$ cat config.mk
export PLATFORM = sky130hd
export DESIGN_NAME = irq_vector_map
export DESIGN_NICKNAME = d
export VERILOG_FILES = /design/src/irq_vector_map_pkg.sv /design/src/irq_vector_map.sv
export SDC_FILE = /design/constraint.sdc
export NUM_CORES = 1
export LEC_CHECK = 0
export BUFFER_PORTS_ARGS = -buffer_cell sky130_fd_sc_hd__buf_2
export CAP_MARGIN = 30
export CORE_MARGIN = 8
export CORE_UTILIZATION = 42
export DETAILED_ROUTE_END_ITERATION = 16
export PLACE_DENSITY = 0.81
export SLEW_MARGIN = 20
export SYNTH_ARGS = -nofsm -noshare
export SYNTH_HDL_FRONTEND = slang
export SYNTH_SLANG_ARGS = --single-unit
$ cat constraint.sdc
create_clock -name clk_in -period 4.5 [get_ports clk_in]
set_input_delay 0.9 -clock clk_in [delete_from_list [all_inputs] [get_ports clk_in]]
set_output_delay 0.9 -clock clk_in [all_outputs]
set_load 0.005 [all_outputs]
$ cat src/irq_vector_map_pkg.sv
package irq_vector_map_pkg;

  // ----------------------------------------------------------------
  // address widths
  // ----------------------------------------------------------------
  localparam int ADDR_W = 20;
  localparam int NUM_W  = 6;
  localparam int SLOT_N = 32;

  // ----------------------------------------------------------------
  // fixed vector entries
  // ----------------------------------------------------------------
  localparam logic [19:0] FIXED_LO_ADDR   = 20'hfffdc;
  localparam logic [19:0] FIXED_HI_ADDR   = 20'hfffff;
  localparam logic [19:0] VEC_UNDEF_ADDR  = 20'hfffdc;
  localparam logic [19:0] VEC_OVFL_ADDR   = 20'hfffe0;
  localparam logic [19:0] VEC_BREAK_ADDR  = 20'hfffe4;
  localparam logic [19:0] VEC_AMATCH_ADDR = 20'hfffe8;
  localparam logic [19:0] VEC_STEP_ADDR   = 20'hfffec;
  localparam logic [19:0] VEC_OSCWDT_ADDR = 20'hffff0;
  localparam logic [19:0] VEC_DEBUG_ADDR  = 20'hffff4;
  localparam logic [19:0] VEC_NMI_ADDR    = 20'hffff8;
  localparam logic [19:0] VEC_RESET_ADDR  = 20'hffffc;
  localparam logic [19:0] BREAK_FLAG_ADDR = 20'hfffe7;
  localparam logic [7:0]  BREAK_RELOC_VAL = 8'hff;

  // ----------------------------------------------------------------
  // relocatable table
  // ----------------------------------------------------------------
  localparam int          ENTRY_BYTES     = 4;
  localparam int          RELOC_BYTES     = 256;
  localparam logic [5:0]  SWI_BREAK_NUM   = 6'h00;
  localparam logic [5:0]  SWI_LAST_PERIPH = 6'h1f;
  localparam logic [19:0] BASE_RST        = 20'h00000;

  // ----------------------------------------------------------------
  // shared slot numbers
  // ----------------------------------------------------------------
  localparam int SLOT_5    = 5;
  localparam int SLOT_6    = 6;
  localparam int SLOT_7    = 7;
  localparam int SLOT_8    = 8;
  localparam int SLOT_9    = 9;
  localparam int SLOT_10   = 10;
  localparam int SLOT_13   = 13;
  localparam int SLOT_14   = 14;
  localparam int SLOT_15   = 15;
  localparam int SLOT_20   = 20;
  localparam int SLOT_23   = 23;
  localparam int SLOT_24   = 24;
  localparam int SLOT_26   = 26;
  localparam int SLOT_27   = 27;

  // ----------------------------------------------------------------
  // fetch timing (cycles of the sequencer read)
  // ----------------------------------------------------------------
  localparam logic [2:0] FETCH_EVEN_CYC = 3'h2;
  localparam logic [2:0] FETCH_ODD_CYC  = 3'h4;

  // ----------------------------------------------------------------
  // vector sources
  // ----------------------------------------------------------------
  typedef enum logic [3:0] {
    SRC_UNDEF  = 4'h0,
    SRC_OVFL   = 4'h1,
    SRC_BREAK  = 4'h2,
    SRC_AMATCH = 4'h3,
    SRC_STEP   = 4'h4,
    SRC_OSCWDT = 4'h5,
    SRC_DEBUG  = 4'h6,
    SRC_NMI    = 4'h7,
    SRC_RESET  = 4'h8,
    SRC_SWI    = 4'h9,
    SRC_PERIPH = 4'ha
  } vec_src_e;

  typedef enum logic [1:0] {
    ST_IDLE  = 2'b00,
    ST_FETCH = 2'b01,
    ST_LOAD  = 2'b10
  } seq_state_e;

endpackage : irq_vector_map_pkg

$ cat src/irq_vector_map.sv
// Notes on behaviour
// - each vector entry is four bytes
// - accepted request loads handler address into pc
// - fixed region fffdc..fffff, never relocated
// - undefined, overflow, break use fixed entries
// - address match, nmi, reset fixed entries
// - oscillation-stop and watchdog share one entry
// - fixed high bytes double as id storage
// - break byte ffh selects relocatable break
// - relocatable area is 256 bytes at base
// - even base fetches faster than odd
// - entry n at base plus four n
// - break and swi ignore global enable
// - peripheral vectors maskable, need acknowledge
// - slots 6,7 select timer or collision
// - i2c mode: nack transmit, ack receive
// - collision slots signal start/stop in i2c
// - remap puts can/key on 13, converter 14
`timescale 1ns/1ps
`default_nettype none

module irq_vector_map
  import irq_vector_map_pkg::*;
(
  // clock and reset
  input  wire logic                             clk_in,
  input  wire logic                             sys_rst_in,
  // acceptance request from the sequencer
  input  wire logic                             accept_in,
  input  wire irq_vector_map_pkg::vec_src_e     accept_src_in,
  input  wire logic [irq_vector_map_pkg::NUM_W-1:0] accept_num_in,
  input  wire logic                             global_enable_in,
  // relocatable base and break override byte
  input  wire logic [irq_vector_map_pkg::ADDR_W-1:0] vector_table_base_in,
  input  wire logic [7:0]                       break_flag_byte_in,
  // vector memory read port
  output logic [irq_vector_map_pkg::ADDR_W-1:0] fetch_addr_out,
  output logic                                  fetch_req_out,
  input  wire logic [irq_vector_map_pkg::ADDR_W-1:0] fetch_data_in,
  input  wire logic                             fetch_ack_in,
  // program counter load
  output logic [irq_vector_map_pkg::ADDR_W-1:0] pc_load_out,
  output logic                                  pc_load_out_valid_out,
  output logic                                  busy_out,
  output logic                                  refused_out,
  output logic                                  id_check_region_out,
  // raw peripheral sources
  input  wire logic [31:0]                      periph_req_in,
  input  wire logic [31:0]                      periph_mask_in,
  input  wire logic [6:0]                       alt_req_in,
  input  wire logic                             serial8_req_in,
  input  wire logic                             serial9_req_in,
  input  wire logic                             pin8_req_in,
  input  wire logic                             pin9_req_in,
  input  wire logic [2:0]                       i2c_mode_in,
  input  wire logic [5:0]                       i2c_ackev_in,
  input  wire logic [2:0]                       i2c_startstop_in,
  input  wire logic                             can_error_req_in,
  input  wire logic                             key_req_in,
  input  wire logic                             conv_req_in,
  // source select bits
  input  wire logic                             slot5_source_select,
  input  wire logic                             slot6_source_select,
  input  wire logic                             slot7_source_select,
  input  wire logic                             slot8_source_select,
  input  wire logic                             slot8_serial_companion_select,
  input  wire logic                             slot9_source_select,
  input  wire logic                             slot9_serial_companion_select,
  input  wire logic                             slot23_source_select,
  input  wire logic                             slot24_source_select,
  input  wire logic                             slot26_source_select,
  input  wire logic                             slot27_source_select,
  input  wire logic                             slot13_remap_select,
  input  wire logic                             vector_remap_enable,
  // routed peripheral requests toward the priority logic
  output logic [31:0]                           slot_req_out
);
  import irq_vector_map_pkg::*;

  // ----------------------------------------------------------------
  // helpers
  // ----------------------------------------------------------------
  // four-byte entries
  function automatic logic [ADDR_W-1:0] reloc_entry(input logic [ADDR_W-1:0] base,
                                                    input logic [NUM_W-1:0]  num);
    logic [ADDR_W-1:0] off;
    off = ADDR_W'(num) * ADDR_W'(ENTRY_BYTES);
    reloc_entry = base + off;
  endfunction : reloc_entry

  function automatic logic in_fixed(input logic [ADDR_W-1:0] a);
    in_fixed = (a >= FIXED_LO_ADDR) && (a <= FIXED_HI_ADDR);
  endfunction : in_fixed

  // ----------------------------------------------------------------
  // slot routing
  // ----------------------------------------------------------------
  // alt_req_in bits: 0 slot5, 1 slot6, 2 slot7, 3 slot23, 4 slot24,
  // 5 slot26, 6 slot27 alternates; absent alternates rely on software
  // clear selects on small package
  logic slot8_serial;
  logic slot9_serial;
  logic [2:0] coll_src;
  logic [2:0] coll_raw;
  logic [5:0] ser_src;

  assign slot8_serial = slot8_source_select & slot8_serial_companion_select;
  assign slot9_serial = slot9_source_select & slot9_serial_companion_select;

  // channel 0 serves slots 10/15/16, 1 slots 7/17/18, 2 slots 6/19/20
  assign coll_raw = {alt_req_in[1], alt_req_in[2], periph_req_in[SLOT_10]};

  genvar gi;
  generate
    for (gi = 0; gi < 3; gi++) begin : g_coll
      assign coll_src[gi] = i2c_mode_in[gi] ? i2c_startstop_in[gi] : coll_raw[gi];
    end
    for (gi = 0; gi < 6; gi++) begin : g_ser
      assign ser_src[gi] = i2c_mode_in[gi/2] ? i2c_ackev_in[gi]
                                             : periph_req_in[SLOT_15+gi];
    end
  endgenerate

  logic [31:0] routed;
  always_comb begin
    routed = periph_req_in;
    routed[SLOT_5] = slot5_source_select ? alt_req_in[0] : periph_req_in[SLOT_5];
    routed[SLOT_6] = slot6_source_select ? coll_src[2] : periph_req_in[SLOT_6];
    routed[SLOT_7] = slot7_source_select ? coll_src[1] : periph_req_in[SLOT_7];
    routed[SLOT_8] = slot8_serial ? serial8_req_in : pin8_req_in;
    routed[SLOT_9] = slot9_serial ? serial9_req_in : pin9_req_in;
    routed[SLOT_10] = coll_src[0];
    routed[SLOT_20:SLOT_15] = ser_src;
    routed[SLOT_23] = slot23_source_select ? alt_req_in[3] : periph_req_in[SLOT_23];
    routed[SLOT_24] = slot24_source_select ? alt_req_in[4] : periph_req_in[SLOT_24];
    routed[SLOT_26] = slot26_source_select ? alt_req_in[5] : periph_req_in[SLOT_26];
    routed[SLOT_27] = slot27_source_select ? alt_req_in[6] : periph_req_in[SLOT_27];
    if (vector_remap_enable) begin
      routed[SLOT_13] = slot13_remap_select ? key_req_in : can_error_req_in;
      routed[SLOT_14] = conv_req_in;
    end
    routed[0] = 1'b0;
  end

  assign slot_req_out = routed & periph_mask_in;

  // ----------------------------------------------------------------
  // vector address selection
  // ----------------------------------------------------------------
  logic              break_reloc;
  logic              maskable_ok;
  logic              take;
  logic [ADDR_W-1:0] vec_addr;

  assign break_reloc = (break_flag_byte_in == BREAK_RELOC_VAL);

  // peripheral needs enable and slot request
  assign maskable_ok = global_enable_in
                       && (accept_num_in != SWI_BREAK_NUM)
                       && (accept_num_in <= SWI_LAST_PERIPH)
                       && slot_req_out[accept_num_in[4:0]];
  assign take = accept_in && ((accept_src_in != SRC_PERIPH) || maskable_ok);

  always_comb begin
    unique case (accept_src_in)
      SRC_UNDEF:  vec_addr = VEC_UNDEF_ADDR;
      SRC_OVFL:   vec_addr = VEC_OVFL_ADDR;
      SRC_BREAK:  vec_addr = break_reloc ? reloc_entry(vector_table_base_in, SWI_BREAK_NUM)
                                         : VEC_BREAK_ADDR;
      SRC_AMATCH: vec_addr = VEC_AMATCH_ADDR;
      SRC_STEP:   vec_addr = VEC_STEP_ADDR;
      SRC_OSCWDT: vec_addr = VEC_OSCWDT_ADDR;
      SRC_DEBUG:  vec_addr = VEC_DEBUG_ADDR;
      SRC_NMI:    vec_addr = VEC_NMI_ADDR;
      SRC_RESET:  vec_addr = VEC_RESET_ADDR;
      SRC_SWI,
      SRC_PERIPH: vec_addr = reloc_entry(vector_table_base_in, accept_num_in);
      default:    vec_addr = VEC_RESET_ADDR;
    endcase
  end

  // ----------------------------------------------------------------
  // fetch sequencer
  // ----------------------------------------------------------------
  seq_state_e        state_r, state_nxt;
  logic [ADDR_W-1:0] addr_r;
  logic [ADDR_W-1:0] pc_r;
  logic [2:0]        wait_r;
  logic              pc_vld_r;
  logic              refused_r;
  logic              fixed_r;
  logic [2:0]        wait_load;

  assign wait_load = vector_table_base_in[0] && (accept_src_in inside {SRC_SWI, SRC_PERIPH}
                     || (accept_src_in == SRC_BREAK && break_reloc))
                     ? FETCH_ODD_CYC : FETCH_EVEN_CYC;

  always_comb begin
    state_nxt = state_r;
    unique case (state_r)
      ST_IDLE:  if (take) state_nxt = ST_FETCH;
      ST_FETCH: if (wait_r == 3'h0 && fetch_ack_in) state_nxt = ST_LOAD;
      ST_LOAD:  state_nxt = ST_IDLE;
    endcase
  end

  always_ff @(posedge clk_in) begin
    if (sys_rst_in) begin
      state_r   <= ST_IDLE;
      addr_r    <= BASE_RST;
      pc_r      <= BASE_RST;
      wait_r    <= 3'h0;
      pc_vld_r  <= 1'b0;
      refused_r <= 1'b0;
      fixed_r   <= 1'b0;
    end else begin
      state_r   <= state_nxt;
      pc_vld_r  <= 1'b0;
      refused_r <= (state_r == ST_IDLE) && accept_in && !take;
      if (state_r == ST_IDLE && take) begin
        addr_r  <= vec_addr;
        wait_r  <= wait_load - 3'h1;
        fixed_r <= in_fixed(vec_addr);
      end else if (state_r == ST_FETCH && wait_r != 3'h0) begin
        wait_r <= wait_r - 3'h1;
      end
      if (state_r == ST_FETCH && wait_r == 3'h0 && fetch_ack_in) begin
        pc_r     <= fetch_data_in;
        pc_vld_r <= 1'b1;
      end
    end
  end

  assign fetch_addr_out        = addr_r;
  assign fetch_req_out         = (state_r == ST_FETCH) && (wait_r == 3'h0);
  assign pc_load_out           = pc_r;
  assign pc_load_out_valid_out = pc_vld_r;
  assign busy_out              = (state_r != ST_IDLE);
  assign refused_out           = refused_r;
  assign id_check_region_out   = fixed_r;

endmodule : irq_vector_map

`default_nettype wire

---- After elaboration in Yosys (flattened, before gate mapping) ----
Cells that the tools add are included.
storage, ports and cells
  logic and storage cells ................. 90
  output and inout port bits .............. 77
  RAM bits ................................ 0
  latch bits .............................. 0
  input bits .............................. 166
  bits in read-only memories .............. 0
  memories ................................ 0
  register bits after elaboration ......... 48
operators by class
  shifts and indexed selects .............. 0
  equality and inequality tests ........... 15
  $lt $le $gt $ge ......................... 4
  multiplexer cells ....................... 31
  bitwise logic cells ..................... 3
  multipliers ............................. 0
  add/sub/neg operators ................... 3
  divide/modulo/power cells ............... 0
  reductions and logical operators ........ 27
operators by type and width
  operator                count
  $pmux W20 S9            1
  $and A32 B32 Y32        1
  $mux W1                 21
  $add A20 B8 Y20         1
  $ge A20 B20 Y1 const B  1
  $le A20 B20 Y1 const B  1
  $mux W20                1
  $eq A4 B3 Y1 const B    4
  $logic_and A1 B1 Y1     14
  $mux W3                 3
  $eq A4 B2 Y1 const B    2
  $eq A4 B4 Y1 const B    2
  $eq A8 B8 Y1 const B    1
  $le A6 B5 Y1 const B    1
  $lt A5 B6 Y1 const B    1
  $mux W2                 3
  $pmux W2 S3             1
  $reduce_bool A2 Y1      3
  $reduce_bool A6 Y1      1
  $sub A3 B1 Y3 const B   2
  $bmux W1 S5             1
  $eq A4 B1 Y1 const B    1
  $logic_not A4 Y1        1
  $ne A2 B2 Y1 const B    2
  other kinds (11)        13

---- Longest topological paths before layout ----
Gate-level depths: netlist of run 1.
  word-level depth ........................ 10
  depth in mapped cells ................... 16
  gate-level depth less buffers ........... 12

---- Worst setup path after synthesis of run 1 ----
No wires, ideal clock.
  kind .................................... input -> register
  start ................................... in accept_num_in[0] in the netlist's numbering
  end ..................................... reg wait_r[2]
  library setup time ...................... 86 ps
  required time ........................... 4414 ps
  path buffers ............................ 3
  stages on the path ...................... 14
  arrival time ............................ 3370 ps
  path slack .............................. 1045 ps
  cell sequence ........................... buf_6 > clkinv_2 > mux4_2 > a21oi_1 > a221oi_2 > a21oi_1 > or4_1 > buf_2 > buf_2 > a21oi_1 > ha_1 > nand2_1 > xor2_1 > a211oi_1
on the way
  cells in the longest elaborated chain, start to end .. 8
  elaborated cells on any way between the ends .. 12
  those cells by class .................... 1 x order compare; 3 x mux; 8 x reduce/logical
ends and longest elaborated chain
  element                                                              line                   source
  start: declaration                                                   irq_vector_map.sv:31   input wire logic [irq_vector_map_pkg::NUM_W-1:0] accept_num_in,
  parallel branches: the longest is 3 deep, another holds $bmux W1 S5  n/a
  $logic_and A1 B1 Y1 (*)                                              irq_vector_map.sv:161  && slot_req_out[accept_num_in[4:0]];
  $logic_or A1 B1 Y1 (*)                                               irq_vector_map.sv:162  assign take = accept_in && ((accept_src_in != SRC_PERIPH) || maskable_ok);
  $logic_and A1 B1 Y1 (*)                                              irq_vector_map.sv:162
  $logic_and A1 B1 Y1 (*)                                              irq_vector_map.sv:220  if (state_r == ST_IDLE && take) begin
  $mux W3 or $reduce_bool A2 Y1 (tied branches)                        n/a
  end signal: assignment                                               irq_vector_map.sv:222  wait_r <= wait_load - 3'h1;
  end signal: assignment                                               irq_vector_map.sv:225  wait_r <= wait_r - 3'h1;
  end: declaration                                                     irq_vector_map.sv:188  logic [2:0] wait_r;
Every way passes the cells marked *. The select of a mux whose other input is x is not followed.
A chain may end at the register's enable or synchronous reset.

---- Final worst setup path of run 1 ----
  start ................................... in accept_num_in[1] in the netlist's numbering
  end ..................................... reg fixed_r (netlist: id_check_region_out)
on the way
  cells in the longest elaborated chain, start to end .. 7
  elaborated cells on any way between the ends .. 15
  those cells by class .................... 1 x add/sub; 3 x order compare; 3 x mux; 8 x reduce/logical
ends and longest elaborated chain
  element                                                                  line                   source
  parallel branches: the longest is 7 deep, another holds $add A20 B8 Y20  n/a
  end signal: assignment                                                   irq_vector_map.sv:223  fixed_r <= in_fixed(vec_addr);
  end: declaration                                                         irq_vector_map.sv:191  logic fixed_r;
Several ways; the timed one is not identified. The select of a mux whose other input is x is not followed.

==> results.py, run 1 <==
metrics = {
    "status": {
        "status": "complete, no violations",
    },
    "worst_setup_path": {
        "crit_start": "accept_num_in[1]",
        "critPathRequiredTime_ns": 4.74,
        "end_kind": "flip-flop",
        "worstPathCellList": "buf_2 -> and3_1 -> o21ai_1 -> a311o_1 -> a221oi_2 -> a21oi_1 -> or4_1 -> buf_4 -> or4_1 -> o21ai_1",
        "cp-start-kind": "primary input",
        "cpMaxStageDelayCell": "or4_1",
        "path_class": "primary input to flip-flop",
        "path_max_fanout": 24,
        "arrival_ns": 3.92,
        "cpPeakStageDelay_ns": 0.67,
        "worstReg2RegStart": "state_r[1]$_SDFFE_PP0P_",
    },
    "clock_tree": {
        "clockBufferDepth": 2,
        "ctsHtreeMaxLevel": 2,
        "root_buffer": "clkbuf_8",
        "cts_resized": 0,
        "clk_pin_slew_ns": 0.09,
        "cts_setup_buffers": 0,
        "cts_sinks": 48,
        "clock_latency_ns": 0.31,
        "cts_hold_buffers": 0,
        "cts_tree": "done",
        "cts_buffers": 5,
    },
    "floorplan": {
        "die_area_mm2": 0.0115,
        "initial_core_util_pct": 42.9,
        "die_h_um": 107,
        "die_w_um": 107,
        "io_pins": 243,
        "placementRows": 33,
        "fp.coreArea_mm2": 0.00818,
    },
    "synthesis": {
        "async_flop_share_pct": 0,
        "syn-cell-area_mm2": 0.00351,
        "syn_area_per_cell_um2": 7.40,
        "syn_inst": 474,
        "yosys_register_bits": 48,
        "yosys_warnings": 0,
        "synth-edff-count": 0,
        "synth.yosys.seq_area_share_pct": 27.4,
        "synth_ff_type": "dfxtp_1",
        "syn-num-nets": 650,
        "ys_types": 63,
    },
    "timing": {
        "slew_headroom_pct": 44.7,
        "fin_crit_sh_pct": 81.8,
        "hold_violations": 0,
        "period_minus_slack_ns": 3.68,
        "drv_slew": 0,
        "fin_tns_setup_ns": 0,
        "rsz0062_at_grt": "no",
        "worst_pin_slew_ns": 0.830,
        "setup_viol": 0,
        "finClkSkew_ns": 0.0104,
        "fmax_mhz": 272,
    },
    "placement": {
        "gp_congestion": 0.927,
        "placed_cells": 795,
        "hpwl_um": 11600,
        "placed_cell_area_mm2": 0.00473,
        "io_buffers": 237,
    },
    "grt": {
        "grt_pass1_wl_um": 21600,
        "grt_overflow": 0,
        "antenna_found_initial": 0,
        "grt_max_degree": 49,
        "grt_usage_pct": 22.7,
        "grt_pass1_vias": 4365,
    },
    "power": {
        "vdd_ir_drop_max_uv": 311,
        "p_per_area_mw_per_mm2": 312,
        "p_leak_nw": 2.48,
    },
    "layout": {
        "drive_above_1_share_pct": 37.2,
        "syn_to_final_growth_pct": 38.2,
        "antenna_cells": 0,
        "layout.cells.non_filler": 803,
        "design_area_mm2": 0.00485,
        "final_common_cell": "buf_2",
        "fillers": 801,
        "num-nets-final": 873,
        "most-common-layout-cells": "buf_2, nand2_1, a21oi_1",
    },
    "detailed_routing": {
        "vias": 4338,
        "drtPass1Iterations": 4,
        "wl_per_cell_um": 17.2,
        "vias_per_cell": 5.40,
        "totalWireLength_um": 13800,
        "ant_nets": 0,
        "drt_iter0_drc": 204,
        "remaining_drc_errors": 0,
    },
    "min_path": {
        "min_path_type": "flip-flop to flip-flop",
        "min_from": "fetch_addr_out[14]$_SDFFE_PP0P_",
    },
    "job": {
        "maxCapViolations": 0,
    },
}
-- state kept, by name (all words and copies together), names as in the netlist --
name / count
id_check_region_out: 1
pc_load_out_valid_out: 1
fetch_addr_out: 20
state_r: 2
refused_out: 1
wait_r: 3
pc_load_out: 20
-- final timing paths --
| kind | cells after the start | slack (ns) | end |
|---|---|---|---|
| setup reg to reg | 7 | 2.10 | id_check_region_out$_SDFFE_PP0P_ |
| hold reg to reg | 2 | 0.45 | fetch_addr_out[14]$_SDFFE_PP0P_ |
| hold / removal | 2 | 0.45 | fetch_addr_out[14]$_SDFFE_PP0P_ |
| setup / recovery | 10 | 0.82 | id_check_region_out$_SDFFE_PP0P_ |
-- worst max-delay path: cells and delay by family --
family,cells,cell delay (ns)
simple gates,3,1.44
compound gates,5,0.93
buf+inv,2,0.65
-- per-stage QoR --
step	util, %	hold slack, ns	power [mW]	setup WS, ns
floorplan	-	0.448	0.931	1.04
global placement	57.8	0.439	1.16	0.548
detailed placement	57.8	0.440	1.19	0.524
CTS	59.3	0.453	1.52	0.819
global route	59.3	0.478	1.62	0.585
finish	59.3	0.453	1.51	0.821
-- layer usage --
metal | global-route usage, % | vias up | wire, um
met5 | 0 | - | 0
met4 | 5.35 | 0 | 206
met3 | 5.27 | 21 | 1030
met2 | 39.3 | 171 | 6830
met1 | 27.7 | 2005 | 5740
li1 | - | 2141 | -
-- kinds of logic after synthesis --
group           Yosys count  synth area share (%)
xor+xnor                  8                  2.00
compound gates          135                  24.8
fa+ha+maj                10                  3.78
flops                    48                  27.4
simple gates            193                  26.9
buf+inv                  49                  6.10
other cells               1                 0.107
mux                      30                  8.95
-- synthesized netlist by cell type, drive strengths merged, types with 3 or more instances --
| cell type | count | area share [%] |
|---|---|---|
| o22a | 3 | 0.75 |
| buf | 10 | 1.9 |
| ha | 9 | 3.2 |
| o31ai | 6 | 1.3 |
| clkbuf | 13 | 1.4 |
| a21oi | 49 | 7.0 |
| nor4 | 4 | 1.3 |
| o21ai | 23 | 3.3 |
| xor2 | 4 | 1.0 |
| and3 | 8 | 1.4 |
| nand3 | 7 | 1.0 |
| xnor2 | 4 | 1.0 |
| nor3 | 9 | 1.3 |
| a221oi | 3 | 0.93 |
| nand4 | 12 | 2.1 |
| and2 | 15 | 2.7 |
| or2 | 4 | 0.71 |
| a211oi | 5 | 1.1 |
| a21o | 9 | 1.9 |
| nand2 | 79 | 8.5 |
| a211o | 3 | 0.75 |
| a31oi | 5 | 0.89 |
| mux2i | 28 | 8.0 |
| nor2 | 33 | 3.5 |
| nor2b | 11 | 2.0 |
| o221ai | 4 | 1.0 |
| o21a | 5 | 1.1 |
| nand2b | 3 | 0.54 |
| inv | 25 | 2.7 |
| dfxtp | 48 | 27 |
-- power breakdown --
group	total (mW)	switching (mW)	leakage [nW]	internal, mW
combinational	0.634	0.350	2.03	0.284
sequential	0.545	0.0424	0.393	0.503
clock	0.333	0.151	0.0614	0.182
-- final cells by class --
class | count | area, um2 | share of cell area [%]
Timing Repair Buffer | 239 | 1200 | 24.8
Sequential cell | 48 | 961 | 19.8
Multi-Input combinational cell | 377 | 2330 | 48.2
Clock buffer | 6 | 82.6 | 1.70
Clock inverter | 2 | 38.8 | 0.800
Inverter | 26 | 98.8 | 2.04
Tap cell | 105 | 131 | 2.71
Note: power is estimated with default switching activity, not from simulation.
==> run 2, diff against run 1 <==
CORE_UTILIZATION = 38   (was 42)
PLACE_DENSITY = 0.78   (was 0.81)
clock period = 3.15 ns   (was 4.5 ns; I/O delays follow)
==> run 2 against run 1 <==
  * Combinational power increased by 54%
  * Sequential share of layout area decreased by 0.90 points
  * Sequential power increased by 43%
  * Clock power increased by 15%
  * Critical path type unchanged
  * Critical endpoint is now wait_r[2]$_SDFFE_PP0P_
  * Largest cell class unchanged
  * Highest routed layer unchanged
==> results.py, run 2 (synthesis gave the netlist of run 1 again) <==
metrics = {
    "placement": {
        "gp_congestion": 0.970,
        "placed_cells": 830,
        "preCtsSetupSlack_ns": -0.274,
        "io_buffers": 237,
        "hpwl_um": 12000,
    },
    "timing": {
        "slew_headroom_pct": 44.3,
        "setup_viol": 0,
        "period_minus_slack_ns": 2.95,
        "finClkSkew_ns": 0.00405,
        "drv_slew": 0,
        "fin_crit_sh_pct": 93.7,
        "fmax_mhz": 339,
        "fin_ws_ns": 0.200,
        "worst_pin_slew_ns": 0.836,
        "holdWs_ns": 0.453,
        "rsz0062_at_grt": "no",
        "hold_violations": 0,
    },
    "layout": {
        "post-route-util_pct": 55.8,
        "layout.cells.non_filler": 839,
        "num-nets-final": 903,
        "most-common-layout-cells": "buf_2, nand2_1, a21oi_1, dfxtp_1, nor2_1",
        "final_common_cell": "buf_2",
        "syn_to_final_growth_pct": 44.8,
        "drive_above_1_share_pct": 40.2,
        "antenna_cells": 0,
        "fillers": 890,
    },
    "power": {
        "p_per_area_mw_per_mm2": 421,
        "p_leak_nw": 2.61,
        "vdd_ir_drop_max_uv": 342,
        "finalPower_mw": 2.14,
    },
    "worst_setup_path": {
        "end_kind": "flip-flop",
        "crit_top_cell": "nor2_1",
        "rr_endpoint": "wait_r[2]$_SDFFE_PP0P_",
        "cp-start-kind": "primary input",
        "arrival_ns": 3.16,
        "cpLargestDelayFamily": "compound AO/OA/AOI/OAI gates",
        "path_depth": 13,
        "worstReg2RegStart": "state_r[1]$_SDFFE_PP0P_",
        "crit_buf_inv": 1,
        "path_max_fanout": 9,
        "reg2reg_setup_slack_ns": 0.95,
        "path_class": "primary input to flip-flop",
        "cpMaxStageDelayCell": "or4_4",
        "cpPeakStageDelay_ns": 0.56,
        "r2r_cells": 10,
        "worstPathCellList": "buf_2 -> and3b_1 -> o21ai_1 -> a311o_1 -> a221oi_2 -> a21oi_2 -> or4_4 -> nor2_1 -> a21oi_1 -> ha_2 -> xnor2_1 -> nor2_1 -> a211oi_1",
        "critPathRequiredTime_ns": 3.36,
    },
    "clock_tree": {
        "clockBufferDepth": 2,
        "cts_tree": "done",
        "cts_sinks": 48,
        "ctsHtreeMaxLevel": 2,
        "cts_hold_buffers": 0,
        "cts_buffers": 5,
        "root_buffer": "clkbuf_8",
        "clk_pin_slew_ns": 0.09,
        "clock_latency_ns": 0.30,
    },
    "floorplan": {
        "die_area_mm2": 0.0126,
        "io_pins": 243,
        "die_h_um": 112,
        "die_w_um": 112,
        "fp.coreArea_mm2": 0.00911,
        "initial_core_util_pct": 38.5,
        "placementRows": 35,
    },
    "status": {
        "status": "complete, no violations",
    },
    "detailed_routing": {
        "ant_nets": 0,
        "drt_iter0_drc": 247,
        "drtPass1Iterations": 5,
        "vias_per_cell": 5.29,
        "wl_per_cell_um": 16.6,
        "remaining_drc_errors": 0,
        "totalWireLength_um": 13900,
        "vias": 4438,
    },
    "grt": {
        "grt_pass1_vias": 4511,
        "grt_usage_pct": 21.0,
        "antenna_found_initial": 0,
        "grt_pass1_wl_um": 22100,
        "grt_max_degree": 49,
        "grt_overflow": 0,
    },
    "min_path": {
        "min_from": "pc_load_out[17]$_SDFFE_PP0P_",
        "hold_end": "pc_load_out[17]$_SDFFE_PP0P_",
        "min_path_type": "flip-flop to flip-flop",
        "min_path_cells": 2,
    },
    "job": {
        "maxCapViolations": 0,
    },
}
-- run 2: per-stage QoR --
stage / area [um2] / TNS, ns
2_1_floorplan: 3520 / 0
6_report: 5080 / 0
4_1_cts: 5070 / 0
5_1_grt: 5080 / 0
3_5_place_dp: 4970 / -1.07
3_3_place_gp: 4970 / -0.155
-- run 2: worst max-delay path by stage --
stage                        startpoint                endpoint  slack [ns]
floorplan              accept_num_in[0]  wait_r[2]$_SDFFE_PP0P_       0.007
global placement       periph_req_in[6]  wait_r[2]$_SDFFE_PP0P_       -0.09
detailed placement     periph_req_in[6]  wait_r[2]$_SDFFE_PP0P_       -0.27
CTS                    periph_req_in[6]  wait_r[2]$_SDFFE_PP0P_        0.07
global route        vector_remap_enable  wait_r[2]$_SDFFE_PP0P_        0.04
finish                 accept_num_in[1]  wait_r[2]$_SDFFE_PP0P_        0.20
-- run 2: area by class of cell --
type	count	area (um2)	area share, %
multi-input cells	377	2350	46.2
repair buffers	269	1440	28.3
flip-flops and latches	48	961	18.9
well taps	111	139	2.73
inverters	26	98.8	1.95
clock buffers	6	82.6	1.63
clock inverters	2	15.0	0.296
-- run 2: layer usage --
metal / GRT usage [%] / wire (um)
met1: 26.4 / 5990
met2: 36.6 / 6830
met3: 4.78 / 983
met4: 3.06 / 119
met5: 0 / 0
-- run 2: where the power goes --
part	internal [mW]	switching [mW]
Combinational	0.466	0.510
Clock	0.178	0.205
Sequential	0.718	0.0620
-- run 2: worst register-to-register path, stage by stage, from the launching register on --
cell and delay, ns:
dfxtp_1 0.31, inv_1 0.08, ha_1 0.18, inv_1 0.09, or4_4 0.61, nor2_1 0.15, a21oi_1 0.06, ha_2 0.18
xnor2_1 0.17, nor2_1 0.07, a211oi_1 0.22
-- run 2: timing repair --
item / 4_1_cts / 5_1_grt
endpoints found under the setup margin: 0 / 1
gates resized for setup: 0 / 1
buffers inserted: 0 / 0
